### config.mk
export PLATFORM = sky130hd
export DESIGN_NAME = gdf_ctrl
export DESIGN_NICKNAME = d
export VERILOG_FILES = /design/src/rtl/gdf_pkg.sv /design/src/rtl/gdf_sync.sv /design/src/rtl/gdf_ctrl.sv
export SDC_FILE = /design/constraint.sdc
export NUM_CORES = 1
export LEC_CHECK = 0
export BUFFER_PORTS_ARGS = -buffer_cell sky130_fd_sc_hd__buf_2
export CAP_MARGIN = 20
export CORE_MARGIN = 3
export CORE_UTILIZATION = 25
export DETAILED_ROUTE_END_ITERATION = 16
export SYNTH_ARGS = -nofsm -noshare
export SYNTH_HDL_FRONTEND = slang
export SYNTH_SLANG_ARGS = --single-unit
### constraint.sdc
create_clock -name clk -period 2.5 [get_ports clk]
set_input_delay 0.25 -clock clk [delete_from_list [all_inputs] [get_ports clk]]
set_output_delay 0.25 -clock clk [all_outputs]
set_load 0.01 [all_outputs]
### src/rtl/gdf_pkg.sv
// Constants and types shared by the gate driver fault controller
package gdf_pkg;

	// ==========================================================
	// Register byte offsets
	localparam logic [7:0] OFS_CTRL = 8'h00;
	localparam logic [7:0] OFS_GATE_CMD = 8'h04;
	localparam logic [7:0] OFS_RESET_REQ = 8'h08;
	localparam logic [7:0] OFS_STATUS = 8'h0C;

	// ==========================================================
	// Field positions
	localparam int CTRL_ENABLE_BIT = 0;
	localparam int CTRL_INVERTING_BIT = 1;
	localparam int CTRL_GLOBAL_BIT = 2;
	localparam int CTRL_W = 3;
	localparam int STATUS_STICKY_LSB = 0;
	localparam int STATUS_LIVE_LSB = 8;
	localparam int STATUS_BUSY_LSB = 16;

	// ==========================================================
	// Reset values
	localparam logic [CTRL_W-1:0] CTRL_RESET = 3'h0;

	// ==========================================================
	// Timing
	localparam int CLK_PERIOD_NS = 25;
	localparam int RESET_PULSE_NS = 3000;
	// Least time, rounded up to whole cycles
	localparam int RESET_PULSE_CYC = (RESET_PULSE_NS + CLK_PERIOD_NS - 1) / CLK_PERIOD_NS;

	// Largest number of drivers sharing one fault line
	localparam int MAX_DRIVERS = 6;

	// ==========================================================
	// Per-driver reset sequencer states
	typedef enum logic [2:0] {
		RST_IDLE = 3'b001,
		RST_SAFE = 3'b010,
		RST_PULSE = 3'b100
	} gdf_rst_e;

endpackage

### src/rtl/gdf_sync.sv
// Two flip-flop synchroniser for pin inputs
module gdf_sync #(
	parameter int W = 1,
	parameter logic [W-1:0] INIT = '1
) (
	// Clock and reset
	input wire logic clk,
	input wire logic reset,
	// Data
	input wire logic [W-1:0] d,
	output logic [W-1:0] q
);

	logic [W-1:0] meta_reg;

	always_ff @(posedge clk) begin
		if (reset) begin
			meta_reg <= INIT;
			q <= INIT;
		end else begin
			meta_reg <= d;
			q <= meta_reg;
		end
	end

endmodule // gdf_sync

### src/rtl/gdf_ctrl.sv
// Host controller driving isolated gate drivers: gate inputs, resets, fault polling
//
// Behaviour
// - Non-inverting: hold inverting input low; inverting: hold non-inverting high, or release it to the shared fault bus in global mode.
// - Host polls each fault line and resets each driver on its own.
// - Inverting use with shared fault bus stops all drivers, up to six.
// - Host commands gate off before it drives reset low.
//
// The register offsets and the Wishbone interface to the registers were decided locally.
module gdf_ctrl #(
	parameter int NUM_DRV = gdf_pkg::MAX_DRIVERS,
	parameter int ADDR_W = 8
) (
	// Clock and reset
	input wire logic clk,
	input wire logic reset,
	// Wishbone classic slave
	input wire logic wb_cyc_i,
	input wire logic wb_stb_i,
	input wire logic wb_we_i,
	input wire logic [ADDR_W-1:0] wb_adr_i,
	input wire logic [3:0] wb_sel_i,
	input wire logic [31:0] wb_dat_i,
	output logic [31:0] wb_dat_o,
	output logic wb_ack_o,
	// Driver gate inputs
	output logic [NUM_DRV-1:0] noninverting_gate_input,
	output logic [NUM_DRV-1:0] noninverting_gate_input_oe,
	output logic [NUM_DRV-1:0] inverting_gate_input,
	// Driver reset, active low
	output logic [NUM_DRV-1:0] driver_reset_n,
	// Driver fault lines, active low
	input wire logic [NUM_DRV-1:0] fault_n
);

	// ==========================================================
	// Elaboration checks
	if (NUM_DRV < 1 || NUM_DRV > gdf_pkg::MAX_DRIVERS) begin : g_chk_drv
		$error("NUM_DRV must be 1 to 6");
	end
	if (ADDR_W < 5) begin : g_chk_adr
		$error("ADDR_W too small for register map");
	end

	localparam int CNT_W = $clog2(gdf_pkg::RESET_PULSE_CYC + 1);
	localparam logic [CNT_W-1:0] CNT_LAST = CNT_W'(gdf_pkg::RESET_PULSE_CYC - 1);

	// ==========================================================
	// Fault line synchronisation
	logic [NUM_DRV-1:0] fault_n_sync;
	logic [NUM_DRV-1:0] fault_live;
	logic any_fault;

	gdf_sync #(
		.W(NUM_DRV),
		.INIT({NUM_DRV{1'b1}})
	) u_fault_sync (
		.clk(clk),
		.reset(reset),
		.d(fault_n),
		.q(fault_n_sync)
	);

	assign fault_live = ~fault_n_sync;
	assign any_fault = |fault_live;

	// ==========================================================
	// Register bus
	localparam int CTRL_W_L = gdf_pkg::CTRL_W;
	logic [CTRL_W_L-1:0] ctrl_reg;
	logic [NUM_DRV-1:0] cmd_reg;
	logic [NUM_DRV-1:0] sticky_reg;
	logic [NUM_DRV-1:0] rst_req;
	logic [NUM_DRV-1:0] sticky_clr;
	logic [NUM_DRV-1:0] busy;
	logic ack_reg;
	logic [31:0] dat_reg;
	logic bus_acc;
	logic bus_wr;
	logic [ADDR_W-1:0] adr;

	assign bus_acc = wb_cyc_i & wb_stb_i;
	assign bus_wr = bus_acc & wb_we_i & ack_reg & wb_sel_i[0];
	assign adr = wb_adr_i;
	assign wb_ack_o = ack_reg;
	assign wb_dat_o = dat_reg;

	// Ack one cycle after request, dropped the cycle after
	always_ff @(posedge clk) begin
		if (reset) begin
			ack_reg <= 1'b0;
		end else begin
			ack_reg <= bus_acc & ~ack_reg;
		end
	end

	// Read data, zero for unmapped offsets
	always_ff @(posedge clk) begin
		if (reset) begin
			dat_reg <= 32'h0000_0000;
		end else if (bus_acc & ~ack_reg) begin
			dat_reg <= 32'h0000_0000;
			if (adr == ADDR_W'(gdf_pkg::OFS_CTRL)) begin
				dat_reg[CTRL_W_L-1:0] <= ctrl_reg;
			end else if (adr == ADDR_W'(gdf_pkg::OFS_GATE_CMD)) begin
				dat_reg[NUM_DRV-1:0] <= cmd_reg;
			end else if (adr == ADDR_W'(gdf_pkg::OFS_RESET_REQ)) begin
				dat_reg[NUM_DRV-1:0] <= busy;
			end else if (adr == ADDR_W'(gdf_pkg::OFS_STATUS)) begin
				dat_reg[gdf_pkg::STATUS_STICKY_LSB +: NUM_DRV] <= sticky_reg;
				dat_reg[gdf_pkg::STATUS_LIVE_LSB +: NUM_DRV] <= fault_live;
				dat_reg[gdf_pkg::STATUS_BUSY_LSB +: NUM_DRV] <= busy;
			end
		end
	end

	// Control and gate command registers
	always_ff @(posedge clk) begin
		if (reset) begin
			ctrl_reg <= gdf_pkg::CTRL_RESET;
			cmd_reg <= '0;
		end else if (bus_wr) begin
			if (adr == ADDR_W'(gdf_pkg::OFS_CTRL)) begin
				ctrl_reg <= wb_dat_i[CTRL_W_L-1:0];
			end else if (adr == ADDR_W'(gdf_pkg::OFS_GATE_CMD)) begin
				cmd_reg <= wb_dat_i[NUM_DRV-1:0];
			end
		end
	end

	assign rst_req = (bus_wr && adr == ADDR_W'(gdf_pkg::OFS_RESET_REQ)) ?
		wb_dat_i[NUM_DRV-1:0] : '0;
	assign sticky_clr = (bus_wr && adr == ADDR_W'(gdf_pkg::OFS_STATUS)) ?
		wb_dat_i[gdf_pkg::STATUS_STICKY_LSB +: NUM_DRV] : '0;

	// Sticky fault record, set wins over clear
	always_ff @(posedge clk) begin
		if (reset) begin
			sticky_reg <= '0;
		end else begin
			sticky_reg <= (sticky_reg & ~sticky_clr) | fault_live;
		end
	end

	logic enable;
	logic inv_mode;
	logic glob_mode;
	logic glob_trip;

	assign enable = ctrl_reg[gdf_pkg::CTRL_ENABLE_BIT];
	assign inv_mode = ctrl_reg[gdf_pkg::CTRL_INVERTING_BIT];
	assign glob_mode = ctrl_reg[gdf_pkg::CTRL_GLOBAL_BIT];
	assign glob_trip = glob_mode & any_fault;

	// ==========================================================
	// Per-driver gate control and reset sequencing
	logic [NUM_DRV-1:0] on_reg;

	for (genvar i = 0; i < NUM_DRV; i++) begin : g_drv
		gdf_pkg::gdf_rst_e st_reg;
		logic [CNT_W-1:0] cnt_reg;
		logic lock_reg;
		logic on_next;
		logic pulse_end;
		logic [CNT_W:0] low_cnt;

		assign busy[i] = (st_reg != gdf_pkg::RST_IDLE);
		assign pulse_end = (st_reg == gdf_pkg::RST_PULSE) && (cnt_reg == CNT_LAST);
		// Gate forced off on fault, during reset, and on a global trip
		assign on_next = enable & cmd_reg[i] & ~lock_reg & ~fault_live[i] & ~busy[i] &
			~glob_trip;

		// Fault lock until reset completes, set wins
		always_ff @(posedge clk) begin
			if (reset) begin
				lock_reg <= 1'b0;
			end else if (fault_live[i]) begin
				lock_reg <= 1'b1;
			end else if (pulse_end) begin
				lock_reg <= 1'b0;
			end
		end

		// Gate pins per input configuration
		always_ff @(posedge clk) begin
			if (reset) begin
				on_reg[i] <= 1'b0;
				noninverting_gate_input[i] <= 1'b0;
				inverting_gate_input[i] <= 1'b0;
				noninverting_gate_input_oe[i] <= 1'b1;
			end else begin
				on_reg[i] <= on_next;
				noninverting_gate_input[i] <= inv_mode | on_next;
				inverting_gate_input[i] <= inv_mode & ~on_next;
				// Shared fault bus drives this input in global inverting mode
				noninverting_gate_input_oe[i] <= ~(glob_mode & inv_mode);
			end
		end

		// Reset sequencer: gate off first, then timed low pulse
		always_ff @(posedge clk) begin
			if (reset) begin
				st_reg <= gdf_pkg::RST_IDLE;
				cnt_reg <= '0;
				driver_reset_n[i] <= 1'b1;
			end else begin
				case (st_reg)
					gdf_pkg::RST_IDLE: begin
						if (rst_req[i]) begin
							st_reg <= gdf_pkg::RST_SAFE;
						end
					end
					gdf_pkg::RST_SAFE: begin
						if (!on_reg[i]) begin
							st_reg <= gdf_pkg::RST_PULSE;
							cnt_reg <= '0;
							driver_reset_n[i] <= 1'b0;
						end
					end
					gdf_pkg::RST_PULSE: begin
						if (pulse_end) begin
							st_reg <= gdf_pkg::RST_IDLE;
							driver_reset_n[i] <= 1'b1;
						end else begin
							cnt_reg <= cnt_reg + 1'b1;
						end
					end
					default: begin
						st_reg <= gdf_pkg::RST_IDLE;
						driver_reset_n[i] <= 1'b1;
					end
				endcase
			end
		end

		// Helper: length of each reset low pulse
		always_ff @(posedge clk) begin
			if (reset) begin
				low_cnt <= '0;
			end else if (!driver_reset_n[i]) begin
				low_cnt <= low_cnt + 1'b1;
			end else begin
				low_cnt <= '0;
			end
		end

		property p_reset_gate_off;
			@(posedge clk) disable iff (reset)
			$fell(driver_reset_n[i]) |-> !$past(on_reg[i]) && !on_reg[i];
		endproperty
		a_reset_gate_off: assert property (p_reset_gate_off)
			else $error("reset driven low while gate commanded on");

		property p_reset_width;
			@(posedge clk) disable iff (reset)
			$rose(driver_reset_n[i]) |-> low_cnt == (CNT_W + 1)'(gdf_pkg::RESET_PULSE_CYC);
		endproperty
		a_reset_width: assert property (p_reset_width)
			else $error("driver reset pulse has wrong width");

		property p_fault_blocks;
			@(posedge clk) disable iff (reset)
			fault_live[i] |=> !on_reg[i] ##1 (!on_reg[i] || pulse_end || $past(pulse_end));
		endproperty
		a_fault_blocks: assert property (p_fault_blocks)
			else $error("gate left on after driver fault");

		property p_mode_pins;
			@(posedge clk) disable iff (reset)
			!$past(reset) |->
				($past(inv_mode) ? noninverting_gate_input[i] == 1'b1 &&
					inverting_gate_input[i] == !on_reg[i] :
				inverting_gate_input[i] == 1'b0 &&
					noninverting_gate_input[i] == on_reg[i]);
		endproperty
		a_mode_pins: assert property (p_mode_pins)
			else $error("gate pins do not match input configuration");
	end

	property p_global_trip;
		@(posedge clk) disable iff (reset)
		(glob_mode && any_fault) |=> on_reg == '0;
	endproperty
	a_global_trip: assert property (p_global_trip)
		else $error("global trip left a driver on");

endmodule // gdf_ctrl

==> results.md <==
- By area, the combinational part of the netlist is dominated by simple AND/OR/NAND/NOR gates.
- The final number of max-transition violations is 0.
- Of the total power, the share spent switching nets is between 20% and 30%.
- A synthesized cell averages 9.06 um2.
- The number of setup violations in the final report is 0.
- The number of warnings reported in the yosys synthesis log is 0.
- In this run the count of I/O pins placed on the die edge is 112.
- The arithmetic-cell share of the synthesized area counting full adders, half adders and majority gates is 1.28%.
- The net switching power is 1050 uW.
- The area taken by multi-input logic gates is between 0.002 and 0.003 mm2.
- The standard-cell row count is 55.
- The mux share of post-synthesis cell area is 2.82%.
- The gate count after technology mapping is 647.
- The internal portion of total power is 3930 uW.
- The first global-routing pass estimated 22600 um of wire.
- The run finished with clean final reports.
- The ratio of routed vias to standard cells is 4.50.
- The kind of start point of the critical path is a flip-flop.
- The final number of hold-violating endpoints is 0.
- The sequential fraction of the synthesis area is a little under half.
- The estimated wirelength of the detail-placed design is 10100 um.
- The final non-filler cell total is 1048.
- The relative area change from synthesis to final layout is 22.5%.
- The share of the synthesized netlist area taken by xor and xnor gates is 3.44%.
- For this run, the detailed router's first-pass iteration total came to 4.
- The clock network accounts for 52.6% of the total power.
- The count of hold buffers inserted by post-cts repair is 6.
- The accumulated negative setup slack is 0 ns.
- The worst path in the final design needs a cycle of 2.02 ns, including I/O delays and setup.
- The die outline area is 0.0253 mm2.
- The number of global-route vias before repair is between 4000 and 5000.
- The simple-gate area share of the yosys netlist is 25.1%.
- The region available for standard cell placement spans approximately 0.023 mm2.
- The startpoint of the worst-slack reg-to-reg timing path is g_drv[5].cnt_reg[0].
- The repair_antennas step left the layout with diodes totalling 0.
- The category of the worst setup path capture point is a flip-flop.
- Entering global routing, the biggest net connects 35 pins.
- The leakage power total is 0.00267 uW.
- The tightest min-delay check is of the input pin to flip-flop type.
- The number of CTS-inserted buffers is 17.
- For this run, the top clock speed supported by timing is 495 MHz.
- The final cycle utilization of the critical path is between 80% and 90%.
- The sequential cells in the finished layout cover a total of 0.00274 mm2.
- The total standard cell area after synthesis is 0.00586 mm2.
- Summing the areas of all compound-gate instances in the mapped netlist gives between 10% and 20% of the synthesized area.
- The number of fillers in the final layout is 2407.
- Clock tree synthesis found a total of 137 sinks.
- In the layout the commonest cells are 137 x dfxtp_1, 89 x nor2_1, 68 x buf_2, 37 x nand2_1, 35 x a21oi_1.
- Leaving out fill and tap cells, the most frequent cell in the layout is dfxtp_1.
- The most frequently used flop master after synthesis is dfxtp_1.
- The number of levels the H-tree was split into is 4.
- The initial antenna violation count was 1.
- The clock network latency to the later pin of the worst-skew pair is 0.42 ns.
- The number of register bits inferred by synthesis is 137.
- The worst setup path category is flip-flop to flip-flop.
- The slowest stage of the critical path is the or3b_2 cell.
- During placement, the flow inserted port buffers numbering 68.
- The routed layout has around 4700 vias.
- Once placement finished, the instance area stood at 0.00649 mm2.
- The tool flagged a number of max-cap violations equal to 0.
- The post-CTS setup buffer count is 0.
- For the pin with the worst max-slew slack, the measured transition is 0.646 ns.
- No sink is reached through more buffers than the 2 on the longest clock path.
- The number of instances resized during post-cts repair is 0.
- The total power divided by cell area is 693 mW/mm2.
- The data required time at the worst endpoint is 2.79 ns.
- Of all nets on the critical path, the largest fanout is 7.
- At the end of routability-driven placement, the weighted congestion stood at about 0.8.
- Once placement completed, the tool counted placed cells totaling 1010.
- The final routed DRC violation total is 0.
- Among cell families on the critical path, the largest total delay comes from simple AND/OR/NAND/NOR gates.
- Counting flops with an async set or reset pin after synthesis yields a share of 0%.
- The worst hold path begins at wb_dat_i[5].
- The horizontal die dimension is 159 um.
- The critical path starts at g_drv[5].cnt_reg[0].
- Hold is met by 0.0903 ns.
- For the worst setup path, the data arrival time is ~2.3 ns.
- Traced cell by cell, the critical path runs through ha_1, and4_1, a31oi_4, or2_2, o21ai_0, or3b_2.
- The register share of total power is 44.6%.
- The peak supply drop is about 0.00033 V.
- The total non-filler cell area in the finished layout is roughly 0.0072 mm2.
- The largest stage delay on the critical path is 0.44 ns.
- The clock-pin slew on the worst setup and hold paths is around 0.060 ns.
- Setup repair after global routing left no endpoint under its margin.
- The slack of the worst reg-to-reg path is about 0.48 ns.
- Dividing the detail-routed wire length by the instance count gives around 13 um.
- Counting both buffers and inverters, the worst setup path holds a total of 0.
- The vertical extent of the die is 159 um.
- TritonCTS built the clock tree.
- The net count of the finished layout is 783.
- The number of flip-flops under the largest register name is 42.
- In this run the tightest slew margin relative to its limit is 56.7%.
- The final layout contains routed wiring with a total length of 14000 um.
- The count of nets left with antenna violations once routing finished came out at 0.
- The global route total overflow is 0.
- In the final layout, the share of cells above drive strength 1 is 20.0%.
- Once the floorplan was initialized, standard cells occupied between 20% and 30% of the core.
- The first routing iteration left 262 violations.
- Synthesis instantiated 65 different standard cells from the library.
- The relative contribution of combinational cells to total power is ~2.8%.
- The cell sitting at the root of the clock tree is a clkbuf_16.
- Yosys mapped a number of flops with a built-in enable equal to 0.
- The aggregate global-route resource usage is ~11%.
- The clock arrives with 0.00636 ns of skew.
worst paths after layout:
path | endpoint | depth (start not counted)
worst max-delay path | driver_reset_n[5] | 6
worst min-delay path | sticky_reg[5] | 2
worst max register to register | driver_reset_n[5] | 6
worst min register to register | u_fault_sync.q[3] | 1
power groups by stage:
| stage | registers, uW | clock network, uW | logic (uW) |
|---|---|---|---|
| global placement | 2270 | 0 | 132 |
| global route | 2220 | 2770 | 155 |
| floorplan | 2260 | 0 | 97.0 |
| detailed placement | 2270 | 0 | 133 |
| finish | 2220 | 2620 | 139 |
| CTS | 2220 | 2680 | 140 |
cell type report:
cell class                 count  area share, %
clock buffer                  21           6.69
clock inverter                11           2.00
inverter                      12          0.628
multi-input combinational    469           40.3
sequential                   137           38.2
tap                          313           5.46
timing repair buffer          85           6.73
worst register-to-register path: cells and delay by family (launching register included):
family          cells  cell delay, ns
flops               1            0.38
fa+ha+maj           1            0.21
simple gates        3            1.03
compound gates      2            0.27
layer usage:
layer	vias up	GRT usage, %	routed length [um]
li1	2423	-	-
met1	2185	14.4	6860
met2	83	17.0	6220
met3	19	3.41	659
met4	2	4.18	226
met5	-	0	20
kinds of logic (layout without fill, tap and decap cells):
| logic type | after synthesis | after routing |
|---|---|---|
| adders and majority gates | 6 | 6 |
| other | 1 | 14 |
| xor gates and xnor gates | 23 | 23 |
| and+or+nand+nor | 280 | 280 |
| buffers and inverters | 54 | 129 |
| DFF | 137 | 137 |
| AOI/OAI and AO/OA | 132 | 132 |
| muxes | 14 | 14 |
metrics by stage:
stage / setup WS, ns / power (uW) / util [%]
floorplan: 0.633 / 2360 / -
global placement: 0.517 / 2400 / 28.4
detailed placement: 0.504 / 2400 / 28.4
CTS: 0.463 / 5040 / 31.4
global route: 0.329 / 5140 / 31.4
finish: 0.481 / 4980 / 31.4
cell usage after synthesis, drive strengths merged (3+ instances only):
cell	count	area, um2
or2	21	131
nor2b	18	113
nand2b	12	75.1
inv	12	45.0
a211oi	5	37.5
o21ai	24	120
nor4	4	25.0
a22oi	14	105
or3	11	68.8
xnor2	7	61.3
xor2	16	140
nor2	91	352
nor3b	9	78.8
nand3	14	70.1
nor3	21	105
dfxtp	137	2740
nand2	37	139
or3b	8	72.6
a2bb2oi	7	61.3
o22ai	3	18.8
ha	6	75.1
a21oi	36	184
buf	21	151
a21o	3	22.5
clkbuf	21	78.8
and2	6	37.5
and3	3	18.8
nand3b	4	30.0
a311oi	8	70.1
nand4	12	75.1
o2111ai	3	26.3
a31oi	8	80.1
o31ai	3	27.5
o211ai	4	30.0
mux2i	12	120
No activity file was read; power rests on OpenSTA's default activity.
